===== config.mk =====
export PLATFORM = sky130hd
export DESIGN_NAME = ssrp_port
export DESIGN_NICKNAME = d
export VERILOG_FILES = /design/src/verilog/ssrp_pkg.sv /design/src/verilog/ssrp_line_if.sv /design/src/verilog/ssrp_port.sv /design/src/verilog/ssrp_line_front.sv
export SDC_FILE = /design/constraint.sdc
export NUM_CORES = 1
export LEC_CHECK = 0
export BUFFER_PORTS_ARGS = -buffer_cell sky130_fd_sc_hd__buf_2
export CAP_MARGIN = 20
export CORE_UTILIZATION = 28
export CTS_BUF_LIST = sky130_fd_sc_hd__clkbuf_4 sky130_fd_sc_hd__clkbuf_8
export DETAILED_ROUTE_END_ITERATION = 10
export GPL_ROUTABILITY_DRIVEN = 0
export PLACE_DENSITY = 0.45
export SYNTH_ARGS = -nofsm -noshare
export SYNTH_HDL_FRONTEND = slang
export SYNTH_SLANG_ARGS = --single-unit
export TNS_END_PERCENT = 10

===== constraint.sdc =====
create_clock -name clk -period 3.7 [get_ports clk]
set_input_delay 0.74 -clock clk [delete_from_list [all_inputs] [get_ports clk]]
set_output_delay 0.74 -clock clk [all_outputs]
set_load 0.01 [all_outputs]

===== src/verilog/ssrp_pkg.sv =====
package ssrp_pkg;

  // ----------------------------------------------------------------------
  // Address constants
  // ----------------------------------------------------------------------

  // Upper two bits of the strapped slave address, fixed inside.
  localparam logic [1:0] SSRP_FIXED_MSBS      = 2'h2;
  // Common mass-write address, seven bits.
  localparam logic [6:0] SSRP_MASS_WRITE_ADDR = 7'h5F;
  // Alert response address, seven bits.
  localparam logic [6:0] SSRP_ALERT_RESP_ADDR = 7'h0C;
  // Base of the three spare strap codes (middle pin high, low pin low).
  localparam logic [4:0] SSRP_SPARE_BASE      = 5'h18;

  // ----------------------------------------------------------------------
  // Widths, counts and reset values
  // ----------------------------------------------------------------------

  // Width of the internal register pointer.
  localparam int         SSRP_PTR_W     = 3;
  // Bit counter value of the last bit in a byte.
  localparam logic [2:0] SSRP_LAST_BIT  = 3'h7;
  // Pointer value after reset.
  localparam logic [2:0] SSRP_PTR_RST   = 3'h0;
  // Byte value after reset.
  localparam logic [7:0] SSRP_BYTE_RST  = 8'h00;
  // Number of strap pins.
  localparam int         SSRP_STRAP_N   = 3;

  // ----------------------------------------------------------------------
  // Types
  // ----------------------------------------------------------------------

  // Level seen on one tri-level strap pin.
  typedef enum logic [1:0] {
    SSRP_PIN_LOW,
    SSRP_PIN_OPEN,
    SSRP_PIN_HIGH
  } ssrp_pin_t;

  // Serial engine states.
  typedef enum logic [2:0] {
    ST_IDLE,
    ST_RX,
    ST_ACK,
    ST_TX,
    ST_MACK
  } ssrp_state_t;

  // Meaning of the byte now being received.
  typedef enum logic [1:0] {
    KIND_ADDR,
    KIND_CMD,
    KIND_DATA
  } ssrp_kind_t;

endpackage


===== src/verilog/ssrp_line_if.sv =====
`timescale 1ns/1ps

// Conditioned bus events passed from the line front end to the engine.
interface ssrp_line_if;
  logic       scl_rise;  // One-cycle pulse on a clock line rising edge.
  logic       scl_fall;  // One-cycle pulse on a clock line falling edge.
  logic       sda_lvl;   // Synchronised data line level.
  logic       start;     // One-cycle pulse on a start or repeated start.
  logic       stop;      // One-cycle pulse on a stop.
  logic [2:0] strap_hi;  // Synchronised strap comparator, pin high.
  logic [2:0] strap_lo;  // Synchronised strap comparator, pin low.

  modport fe (
    output scl_rise,
    output scl_fall,
    output sda_lvl,
    output start,
    output stop,
    output strap_hi,
    output strap_lo
  );

  modport core (
    input scl_rise,
    input scl_fall,
    input sda_lvl,
    input start,
    input stop,
    input strap_hi,
    input strap_lo
  );
endinterface


===== src/verilog/ssrp_port.sv =====
`timescale 1ns/1ps

module ssrp_port (
  // Clock and reset.
  input  wire logic                              clk,
  input  wire logic                              srst,
  // Serial bus, open drain.
  input  wire logic                              scl_i,
  input  wire logic                              sda_i,
  output wire logic                              sda_o,
  output wire logic                              sda_oe,
  // Alert line, open drain.
  output wire logic                              alert_o,
  output wire logic                              alert_oe,
  input  wire logic                              alert_set,
  // Tri-level address straps as comparator pairs.
  input  wire logic [ssrp_pkg::SSRP_STRAP_N-1:0] address_strap_pins_hi,
  input  wire logic [ssrp_pkg::SSRP_STRAP_N-1:0] address_strap_pins_lo,
  // Control from the device register set.
  input  wire logic                              mass_write_enable_bit,
  // Register access toward the device register set.
  output wire logic [ssrp_pkg::SSRP_PTR_W-1:0]   reg_ptr,
  output wire logic [7:0]                        reg_wr_data,
  output wire logic                              reg_wr_stb,
  input  wire logic [7:0]                        reg_rd_data
);
  import ssrp_pkg::*;

  // ----------------------------------------------------------------------
  // Line front end
  // ----------------------------------------------------------------------

  ssrp_line_if line ();  // Conditioned events from the pins.

  ssrp_line_front u_front (
    .clk        (clk),
    .srst       (srst),
    .scl_i      (scl_i),
    .sda_i      (sda_i),
    .strap_hi_i (address_strap_pins_hi),
    .strap_lo_i (address_strap_pins_lo),
    .line       (line)
  );

  // ----------------------------------------------------------------------
  // State
  // ----------------------------------------------------------------------

  ssrp_state_t state_ff;     // Serial engine state.
  ssrp_state_t nxt_state;
  ssrp_kind_t  kind_ff;      // Meaning of the byte in flight.
  ssrp_kind_t  nxt_kind;
  logic [2:0]  cnt_ff;       // Bit counter within a byte.
  logic [2:0]  nxt_cnt;
  logic [7:0]  sr_ff;        // Shift register, both directions.
  logic [7:0]  nxt_sr;
  logic [7:0]  hold_ff;      // Byte held for every read data phase.
  logic [7:0]  nxt_hold;
  logic        rw_ff;        // Direction bit of the last received address, matched or not.
  logic        nxt_rw;
  logic        ara_ff;       // Current read answers the alert address.
  logic        nxt_ara;
  logic        ack_on_ff;    // Acknowledge pulse under way.
  logic        nxt_ack_on;
  logic        first_ff;     // Next data byte is the first one.
  logic        nxt_first;
  logic        mack_ff;      // Master acknowledged the byte just sent.
  logic        nxt_mack;
  logic        sda_oe_ff;    // Pull the data line low.
  logic        nxt_sda_oe;
  logic [2:0]  ptr_ff;       // Internal register pointer.
  logic [2:0]  nxt_ptr;
  logic [7:0]  wr_data_ff;   // Last stored data byte.
  logic [7:0]  nxt_wr_data;
  logic        wr_stb_ff;    // One-cycle store strobe.
  logic        nxt_wr_stb;
  logic        alert_ff;     // Alert line pulled low.
  logic        alert_clr;    // Request to release the alert line.

  // ----------------------------------------------------------------------
  // Strap decode and address match
  // ----------------------------------------------------------------------

  // Turns a comparator pair into a pin level; neither means open.
  function automatic ssrp_pin_t pin_level(logic hi, logic lo);
    pin_level = hi ? SSRP_PIN_HIGH : (lo ? SSRP_PIN_LOW : SSRP_PIN_OPEN);
  endfunction

  // Maps the three pin levels onto the five low address bits.
  function automatic logic [4:0] strap_code(ssrp_pin_t p2, ssrp_pin_t p1,
                                            ssrp_pin_t p0);
    logic [2:0] low;
    logic       spare;
    low   = 3'h0;
    spare = 1'h0;
    case ({p1, p0})
      {SSRP_PIN_OPEN, SSRP_PIN_LOW}:  low = 3'h0;
      {SSRP_PIN_HIGH, SSRP_PIN_OPEN}: low = 3'h1;
      {SSRP_PIN_OPEN, SSRP_PIN_OPEN}: low = 3'h2;
      {SSRP_PIN_OPEN, SSRP_PIN_HIGH}: low = 3'h3;
      {SSRP_PIN_LOW, SSRP_PIN_LOW}:   low = 3'h4;
      {SSRP_PIN_HIGH, SSRP_PIN_HIGH}: low = 3'h5;
      {SSRP_PIN_LOW, SSRP_PIN_OPEN}:  low = 3'h6;
      {SSRP_PIN_LOW, SSRP_PIN_HIGH}:  low = 3'h7;
      default:                        spare = 1'h1;
    endcase
    if (spare) begin
      strap_code = SSRP_SPARE_BASE | {3'h0, p2};
    end else begin
      strap_code = {p2, low};
    end
  endfunction

  wire ssrp_pin_t pin2 = pin_level(line.strap_hi[2], line.strap_lo[2]);
  wire ssrp_pin_t pin1 = pin_level(line.strap_hi[1], line.strap_lo[1]);
  wire ssrp_pin_t pin0 = pin_level(line.strap_hi[0], line.strap_lo[0]);

  // Own address: fixed top bits above the strapped code.
  wire logic [6:0] own_addr = {SSRP_FIXED_MSBS,
                               strap_code(pin2, pin1, pin0)};

  // Byte as it stands once the eighth bit is shifted in.
  wire logic [7:0] rx_byte  = {sr_ff[6:0], line.sda_lvl};
  wire logic [6:0] rx_addr  = rx_byte[7:1];
  wire logic       rx_rw    = rx_byte[0];

  wire logic own_hit  = (rx_addr == own_addr);
  wire logic mass_hit = mass_write_enable_bit & ~rx_rw &
                        (rx_addr == SSRP_MASS_WRITE_ADDR);
  wire logic ara_hit  = alert_ff & rx_rw &
                        (rx_addr == SSRP_ALERT_RESP_ADDR);
  wire logic addr_hit = own_hit | mass_hit | ara_hit;
  wire logic last_bit = (cnt_ff == SSRP_LAST_BIT);

  // ----------------------------------------------------------------------
  // Serial engine, next state
  // ----------------------------------------------------------------------

  // Samples on clock rising edges and changes the data line on falling ones.
  always_comb begin
    nxt_state   = state_ff;
    nxt_kind    = kind_ff;
    nxt_cnt     = cnt_ff;
    nxt_sr      = sr_ff;
    nxt_hold    = hold_ff;
    nxt_rw      = rw_ff;
    nxt_ara     = ara_ff;
    nxt_ack_on  = ack_on_ff;
    nxt_first   = first_ff;
    nxt_mack    = mack_ff;
    nxt_sda_oe  = sda_oe_ff;
    nxt_ptr     = ptr_ff;
    nxt_wr_data = wr_data_ff;
    nxt_wr_stb  = 1'h0;
    alert_clr   = 1'h0;
    if (line.stop) begin
      // A stop frees the bus and drops any drive.
      nxt_state  = ST_IDLE;
      nxt_sda_oe = 1'h0;
      nxt_ack_on = 1'h0;
    end else if (line.start) begin
      // Start or repeated start: an address byte follows.
      nxt_state  = ST_RX;
      nxt_kind   = KIND_ADDR;
      nxt_cnt    = 3'h0;
      nxt_sda_oe = 1'h0;
      nxt_ack_on = 1'h0;
    end else begin
      case (state_ff)
        ST_RX: begin
          // Shift one bit per rising edge, most significant first.
          if (line.scl_rise) begin
            nxt_sr  = rx_byte;
            nxt_cnt = cnt_ff + 3'h1;
            if (last_bit) begin
              nxt_state = ST_ACK;
              if (kind_ff == KIND_ADDR) begin
                // Unmatched address: stay silent until the next start.
                if (!addr_hit) begin
                  nxt_state = ST_IDLE;
                end
                nxt_rw   = rx_rw;
                nxt_ara  = ara_hit;
                alert_clr = own_hit;
                nxt_hold = ara_hit ? {own_addr, 1'h0} : reg_rd_data;
              end
            end
          end
        end
        ST_ACK: begin
          if (line.scl_fall && !ack_on_ff) begin
            // Pull low for the whole acknowledge pulse.
            nxt_ack_on = 1'h1;
            nxt_sda_oe = 1'h1;
          end else if (line.scl_fall) begin
            // Acknowledge pulse over: release and move on.
            nxt_ack_on = 1'h0;
            nxt_cnt    = 3'h0;
            nxt_sda_oe = 1'h0;
            nxt_state  = ST_RX;
            case (kind_ff)
              KIND_ADDR: begin
                if (rw_ff) begin
                  // Read: first bit goes out on this very fall.
                  nxt_state  = ST_TX;
                  nxt_sr     = hold_ff;
                  nxt_sda_oe = ~hold_ff[7];
                end else begin
                  nxt_kind = KIND_CMD;
                end
              end
              KIND_CMD: begin
                // Only the low three command bits pick a register.
                nxt_ptr   = sr_ff[2:0];
                nxt_kind  = KIND_DATA;
                nxt_first = 1'h1;
              end
              KIND_DATA: begin
                // First data byte is stored, later ones dropped.
                if (first_ff) begin
                  nxt_wr_data = sr_ff;
                  nxt_wr_stb  = 1'h1;
                end
                nxt_first = 1'h0;
              end
              default: nxt_state = ST_IDLE;
            endcase
          end
        end
        ST_TX: begin
          // Change the data bit on each falling edge.
          if (line.scl_fall) begin
            if (last_bit) begin
              // Eight bits out: free the line for the master's answer.
              nxt_sda_oe = 1'h0;
              nxt_state  = ST_MACK;
              nxt_mack   = 1'h0;
              alert_clr  = ara_ff;
            end else begin
              nxt_sr     = {sr_ff[6:0], 1'h0};
              nxt_sda_oe = ~sr_ff[6];
              nxt_cnt    = cnt_ff + 3'h1;
            end
          end
        end
        ST_MACK: begin
          if (line.scl_rise) begin
            nxt_mack = ~line.sda_lvl;
          end
          if (line.scl_fall) begin
            if (mack_ff) begin
              // Acknowledged: send the same byte again.
              nxt_state  = ST_TX;
              nxt_sr     = hold_ff;
              nxt_sda_oe = ~hold_ff[7];
              nxt_cnt    = 3'h0;
            end else begin
              nxt_state = ST_IDLE;
            end
          end
        end
        ST_IDLE: nxt_sda_oe = 1'h0;
        default: nxt_state = ST_IDLE;
      endcase
    end
  end

  // ----------------------------------------------------------------------
  // Registers
  // ----------------------------------------------------------------------

  // Engine state and control bits.
  always_ff @(posedge clk) begin
    if (srst) begin
      state_ff  <= ST_IDLE;
      kind_ff   <= KIND_ADDR;
      cnt_ff    <= 3'h0;
      rw_ff     <= 1'h0;
      ara_ff    <= 1'h0;
      ack_on_ff <= 1'h0;
      first_ff  <= 1'h0;
      mack_ff   <= 1'h0;
      sda_oe_ff <= 1'h0;
      wr_stb_ff <= 1'h0;
    end else begin
      state_ff  <= nxt_state;
      kind_ff   <= nxt_kind;
      cnt_ff    <= nxt_cnt;
      rw_ff     <= nxt_rw;
      ara_ff    <= nxt_ara;
      ack_on_ff <= nxt_ack_on;
      first_ff  <= nxt_first;
      mack_ff   <= nxt_mack;
      sda_oe_ff <= nxt_sda_oe;
      wr_stb_ff <= nxt_wr_stb;
    end
  end

  // Data path registers.
  always_ff @(posedge clk) begin
    if (srst) begin
      sr_ff      <= SSRP_BYTE_RST;
      hold_ff    <= SSRP_BYTE_RST;
      ptr_ff     <= SSRP_PTR_RST;
      wr_data_ff <= SSRP_BYTE_RST;
    end else begin
      sr_ff      <= nxt_sr;
      hold_ff    <= nxt_hold;
      ptr_ff     <= nxt_ptr;
      wr_data_ff <= nxt_wr_data;
    end
  end

  // Alert flag: a new alert in the release cycle wins.
  always_ff @(posedge clk) begin
    if (srst) begin
      alert_ff <= 1'h0;
    end else if (alert_set) begin
      alert_ff <= 1'h1;
    end else if (alert_clr) begin
      alert_ff <= 1'h0;
    end
  end

  // ----------------------------------------------------------------------
  // Outputs
  // ----------------------------------------------------------------------

  // Open-drain lines only ever pull low.
  assign sda_o       = 1'h0;
  assign sda_oe      = sda_oe_ff;
  assign alert_o     = 1'h0;
  assign alert_oe    = alert_ff;
  assign reg_ptr     = ptr_ff;
  assign reg_wr_data = wr_data_ff;
  assign reg_wr_stb  = wr_stb_ff;

endmodule


===== src/verilog/ssrp_line_front.sv =====
`timescale 1ns/1ps

// Synchronises the bus and strap pins and detects edges and conditions.
module ssrp_line_front (
  // Clock and reset.
  input  wire logic       clk,
  input  wire logic       srst,
  // Bus pins.
  input  wire logic       scl_i,
  input  wire logic       sda_i,
  // Strap comparators.
  input  wire logic [2:0] strap_hi_i,
  input  wire logic [2:0] strap_lo_i,
  // Conditioned events.
  ssrp_line_if.fe         line
);
  import ssrp_pkg::*;

  // ----------------------------------------------------------------------
  // Synchronisers
  // ----------------------------------------------------------------------

  logic       scl_meta_ff;  // First stage, read only by the second.
  logic       scl_sync_ff;  // Synchronised clock line.
  logic       scl_prev_ff;  // Clock line one cycle earlier.
  logic       sda_meta_ff;  // First stage, read only by the second.
  logic       sda_sync_ff;  // Synchronised data line.
  logic       sda_prev_ff;  // Data line one cycle earlier.
  logic [2:0] hi_meta_ff;   // Strap high, first stage.
  logic [2:0] hi_sync_ff;   // Strap high, synchronised.
  logic [2:0] lo_meta_ff;   // Strap low, first stage.
  logic [2:0] lo_sync_ff;   // Strap low, synchronised.

  // Idle bus lines rest high, so reset loads ones into the line stages.
  always_ff @(posedge clk) begin
    if (srst) begin
      scl_meta_ff <= 1'h1;
      scl_sync_ff <= 1'h1;
      scl_prev_ff <= 1'h1;
      sda_meta_ff <= 1'h1;
      sda_sync_ff <= 1'h1;
      sda_prev_ff <= 1'h1;
    end else begin
      scl_meta_ff <= scl_i;
      scl_sync_ff <= scl_meta_ff;
      scl_prev_ff <= scl_sync_ff;
      sda_meta_ff <= sda_i;
      sda_sync_ff <= sda_meta_ff;
      sda_prev_ff <= sda_sync_ff;
    end
  end

  // Strap pins pass two stages like any other pin.
  always_ff @(posedge clk) begin
    if (srst) begin
      hi_meta_ff <= 3'h0;
      hi_sync_ff <= 3'h0;
      lo_meta_ff <= 3'h0;
      lo_sync_ff <= 3'h0;
    end else begin
      hi_meta_ff <= strap_hi_i;
      hi_sync_ff <= hi_meta_ff;
      lo_meta_ff <= strap_lo_i;
      lo_sync_ff <= lo_meta_ff;
    end
  end

  // ----------------------------------------------------------------------
  // Edge and condition decode
  // ----------------------------------------------------------------------

  // Clock edges come from the two synchronised samples only.
  assign line.scl_rise = scl_sync_ff & ~scl_prev_ff;
  assign line.scl_fall = ~scl_sync_ff & scl_prev_ff;
  assign line.sda_lvl  = sda_sync_ff;
  // Data falling while the clock stays high marks a start.
  assign line.start    = scl_sync_ff & scl_prev_ff &
                         sda_prev_ff & ~sda_sync_ff;
  // Data rising while the clock stays high marks a stop.
  assign line.stop     = scl_sync_ff & scl_prev_ff &
                         ~sda_prev_ff & sda_sync_ff;
  assign line.strap_hi = hi_sync_ff;
  assign line.strap_lo = lo_sync_ff;

endmodule


======== Word level (Yosys, flattened, before mapping) ========
Index checks and enable logic that the tools add are counted.
word-level totals
  input bits .............................. 20
  logic and storage cells ................. 202
  bits in registers ....................... 61
  output and inout port bits .............. 16
cells by class
  multiplexer cells ....................... 75
  equality and inequality tests ........... 42
  reduce and logical (&&, ||, !) cells .... 32
  bitwise logic cells ..................... 26
  $add $sub $neg .......................... 1
operators by type and width
  cell                                                 number
  2-to-1 mux 8 bit                                     10
  2-to-1 mux 3 bit                                     15
  inequality test 3 bit, second input constant         11
  case mux 8 bit (4 select lines)                      1
  AND reduction 6 bit                                  5
  inequality test 2 bit, second input constant         14
  2-to-1 mux 1 bit                                     27
  2-to-1 mux 2 bit                                     12
  case mux 3 bit (7 select lines)                      1
  AND reduction 8 bit                                  2
  case mux 3 bit (5 select lines)                      1
  NOT 1 bit                                            13
  equality test 4 x 3 -> 1 bit, second input constant  3
  case mux 3 bit (4 select lines)                      1
  AND reduction 12 bit                                 1
  nonzero test 2 bit                                   6
  AND 1 bit                                            11
  AND reduction 9 bit                                  1
  equality test 4 bit, second input constant           2
  case mux 2 bit (2 select lines)                      2
  nonzero test 4 bit                                   2
  OR reduction 8 bit                                   1
  equality test 7 x 4 -> 1 bit, second input constant  1
  equality test 7 bit                                  1
  other kinds (26)                                     32

======== Depth between registers and ports, before layout ========
  depth after elaboration ................. 14
  gate-level depth with buffers ........... 9
  gate-level depth less buffers ........... 7

======== Cells and area by module ========
A second synthesis with hierarchy kept.
second synthesis, totals
  cell total of the unflattened synthesis .. 329
  area, all modules ....................... 2971.6 µm²
modules (own cells, without submodules)
  module           seq. area each (µm²)  cells each  times used  area an instance (µm²)
  ssrp_port        860.8                 288         1           2444.8
  ssrp_line_front  360.3                 41          1           526.8

======== Least setup slack after synthesis ========
Ideal clock, no wire load.
  path kind ............................... register -> register
  start point ............................. reg cnt_ff[0]
  end point ............................... reg sr_ff[0]
  cell stages (with the launch flop) ...... 10
  slack ................................... 1.734 ns
  data required time ...................... 3.628 ns
  path buffers ............................ 2
  period minus slack after synthesis ...... 1.966 ns
  setup time .............................. 0.072 ns
  arrival time ............................ 1.895 ns
  cell sequence ........................... dfxtp_1 -> ha_1 -> ha_1 -> and3_1 -> o32ai_1 -> nand3_1 -> buf_2 -> clkbuf_1 -> nor2_1 -> mux2i_1
on the way
  longest elaborated chain between the ends .. 3
ends and longest elaborated chain
  element                          RTL line          source
  from (decl)                      ssrp_port.sv:53   logic [2:0] cnt_ff;
  from (signal assigned)           ssrp_port.sv:288  cnt_ff <= nxt_cnt;
  equality test 3 bit              ssrp_port.sv:133  wire logic last_bit = (cnt_ff == SSRP_LAST_BIT);
  inequality test 2 bit (no line)  --
  AND reduction 12 bit (no line)   --
  to (signal assigned)             ssrp_port.sv:307  sr_ff <= nxt_sr;
  to (decl)                        ssrp_port.sv:55   logic [7:0] sr_ff;
Every way passes these cells.
A chain may end at the register's enable or synchronous reset.

======== Worst setup path in the final report ========
  start point ............................. reg cnt_ff[0]
  end point ............................... reg sr_ff[5]
Same word-level chain as after synthesis.

==> results.cfg <==
[placed_design]
pre_cts_slack_ns = 1.15
place_inst = 480
io_buffers = 33
dp_hpwl_um = 5000
placed_cell_area_um2 = 3170

[synthesis]
synth_cell_type_count = 54
synth_compound_area_frac = 0.160
syn_area_um2 = 2930
synth_ff_type = dfxtp_1
synthCells = 333
synth_area_per_cell_um2 = 8.79
synth_fa_ha_area_frac = 0.0256
ys_seq_area_frac = 0.417
synth_warnings = 0
synth_top_area_share = 0.417
async_flop_share = 0
synth_edf_count = 0
ys_seq_elements = 61
synth.mux.area_fraction = 0.0756
synth_simple_gate_area_share = 0.256
synth_top_family_by_area = simple AND/OR/NAND/NOR gates
synth-xor-area-share = 0.0179
yosysTopAreaCell = dfxtp_1
yosys-top-cells-area = dfxtp_1 (42%), mux2i_1 (7.2%), a21oi_1 (4.4%), nor2b_1 (3.8%), nor2_1 (3.6%)

[power]
power_density_nw_per_um2 = 405
power.total_mw = 1.37
peakVddDrop_mv = 0.260
p_leak_nw = 1.29
p_switching_mw = 0.349
sw_frac_of_total = 0.255
combPwrFrac = 0.051
p_int_mw = 1.02
p_clk_frac = 0.451
power_frac_seq = 0.498

[final_layout]
n_antenna_cell = 0
final_area_um2 = 3370
final_nets = 384
final_core_util = 0.339
drive_gt1_frac = 0.182
area_growth_pct = 15.3
n_fill_cell = 1043
final_cells = 496

[detailed_routing]
drc_errors = 0
drtPass1Iterations = 4
ant_nets = 0
drt_wl_total_um = 7100
routed_via_density = 4.82
routedWlPerCell_um = 14.3
dr.first_iter.drc_count = 106
num_vias = 2392

[clock_tree]
ctsRootBufferMaster = clkbuf_8
ctsResizeCount = 0
tritoncts = yes
cts.path.max_buffers = 2
clkLatencyLatePin_ns = 0.34
cts_buffers = 9
postCtsSetupBuffers = 0
hold_buffers = 0
h-tree-depth = 3
clk_pin_slew_ns = 0.08
cts_sinks = 61

[critical_path]
worstSetupPathType = reg -> reg
cp.required_ns = 3.96
crit_fanout = 20
cp-start-kind = flip-flop
cp.arrival_ns = 2.82
cp-end-kind = flip-flop

[floorplanning]
die_area_um2 = 10900
rows = 36
start_util = 0.294
coreArea_um2 = 9950
die_h_um = 104
die_w_um = 104
io_pins = 36

[grt]
grt_pass1_wl_um = 11400
grt_usage = 0.134
grt-ovfl-total = 0
grt_pass1_vias = 2218
grt_start_max_net_pins = 25
grt_antenna_before_repair = 0

[flow_run]
drv_cap = 0

[sta]
hold_viol_final = 0
fin_crit_ns = 2.56
min_period_over_period = 0.691
setup_viol = 0
timing.hold.ws_ns = 0.411
maxSlewHeadroom = 0.549
drv_slew = 0
max_freq_mhz = 391
setup_ws_ns = 1.14
tns_ns = 0
worstMarginPinSlew_ns = 0.676
skew_ns = 0.0108
rsz0062_at_grt = false

[min_path]
min_path_type = reg -> reg

[status]
status = complete, no violations
metal layers:
layer	GRT usage	wire, um
met5	0	0
met3	0.0288	300
met1	0.174	3460
met2	0.217	3240
met4	0.0490	95
final timing paths:
check / from / to / slack [ns] / depth (start not counted)
worst min-delay path: u_front.scl_meta_ff$_SDFF_PP1_ / u_front.scl_sync_ff$_SDFF_PP1_ / 0.41 / 1
worst max register to register: cnt_ff[0]$_SDFFE_PP0P_ / sr_ff[5]$_SDFFE_PP0P_ / 1.14 / 7
worst min register to register: u_front.scl_meta_ff$_SDFF_PP1_ / u_front.scl_sync_ff$_SDFF_PP1_ / 0.41 / 1
worst max-delay path: cnt_ff[0]$_SDFFE_PP0P_ / sr_ff[5]$_SDFFE_PP0P_ / 1.14 / 7
synth_stat cells, types with 2 or more instances:
library cell	number
a211oi_1	3
a21oi_1	26
a221oi_1	2
a311oi_1	2
a31oi_1	2
a32oi_1	3
and2_0	2
and3_1	2
and3b_1	2
and4b_1	2
buf_2	4
buf_4	5
clkbuf_1	13
dfxtp_1	61
ha_1	6
inv_1	8
mux2i_1	21
nand2_1	20
nand2b_1	10
nand3_1	14
nand4_1	2
nor2_1	28
nor2b_1	18
nor3_1	2
nor3b_1	2
nor4_1	3
o2111ai_1	2
o21a_1	3
o21ai_0	16
o22ai_1	2
o311ai_0	2
o32ai_1	2
or2_2	9
or3_1	8
or3b_1	2
or4_1	2
xnor2_1	4
xor2_1	2
cell families (layout without fill, tap and decap cells):
family	count (synthesis)	after routing
other	1	2
xor gates and xnor gates	6	6
buffers and inverters	30	59
and+or+nand+nor	134	134
AOI/OAI and AO/OA	73	73
adders and majority gates	6	6
DFF	61	61
muxes	22	22
critical path, stage by stage (launching register included):
cell and delay (ns):
dfxtp_1 0.33, ha_1 0.20, ha_1 0.28, and3_1 0.22, o32ai_1 0.22, nand3_1 0.49, or4_1 0.66, o31ai_1 0.07
cells in the final DEF, fill, tap and decap left out, drive strengths merged, types with 10 or more instances in the layout:
cell type	synthesis	routed
nand3	14	14
inv	8	12
nor2	28	28
mux2i	21	21
a21oi	27	27
o21ai	16	16
nand2	20	20
nor2b	18	18
buf	9	35
dfxtp	61	61
nand2b	10	10
cell type report:
class                      instances  area (um^2)  area share
tap                              133          166      0.0493
clock inverter                     7         78.8      0.0234
clock buffer                       9          124      0.0367
inverter                           8         30.0     0.00890
multi-input combinational        243         1570       0.466
sequential                        61         1220       0.362
timing repair buffer              35          180      0.0534
power groups by stage:
stage | Combinational [mW] | Sequential (mW) | Clock [mW]
after floorplan | 0.0551 | 0.688 | 0
after global placement | 0.0696 | 0.695 | 0
after detailed placement | 0.0699 | 0.696 | 0
after CTS | 0.0701 | 0.680 | 0.635
after global routing | 0.0766 | 0.682 | 0.661
final | 0.0695 | 0.680 | 0.617
Note: power is estimated with default switching activity, not from simulation.
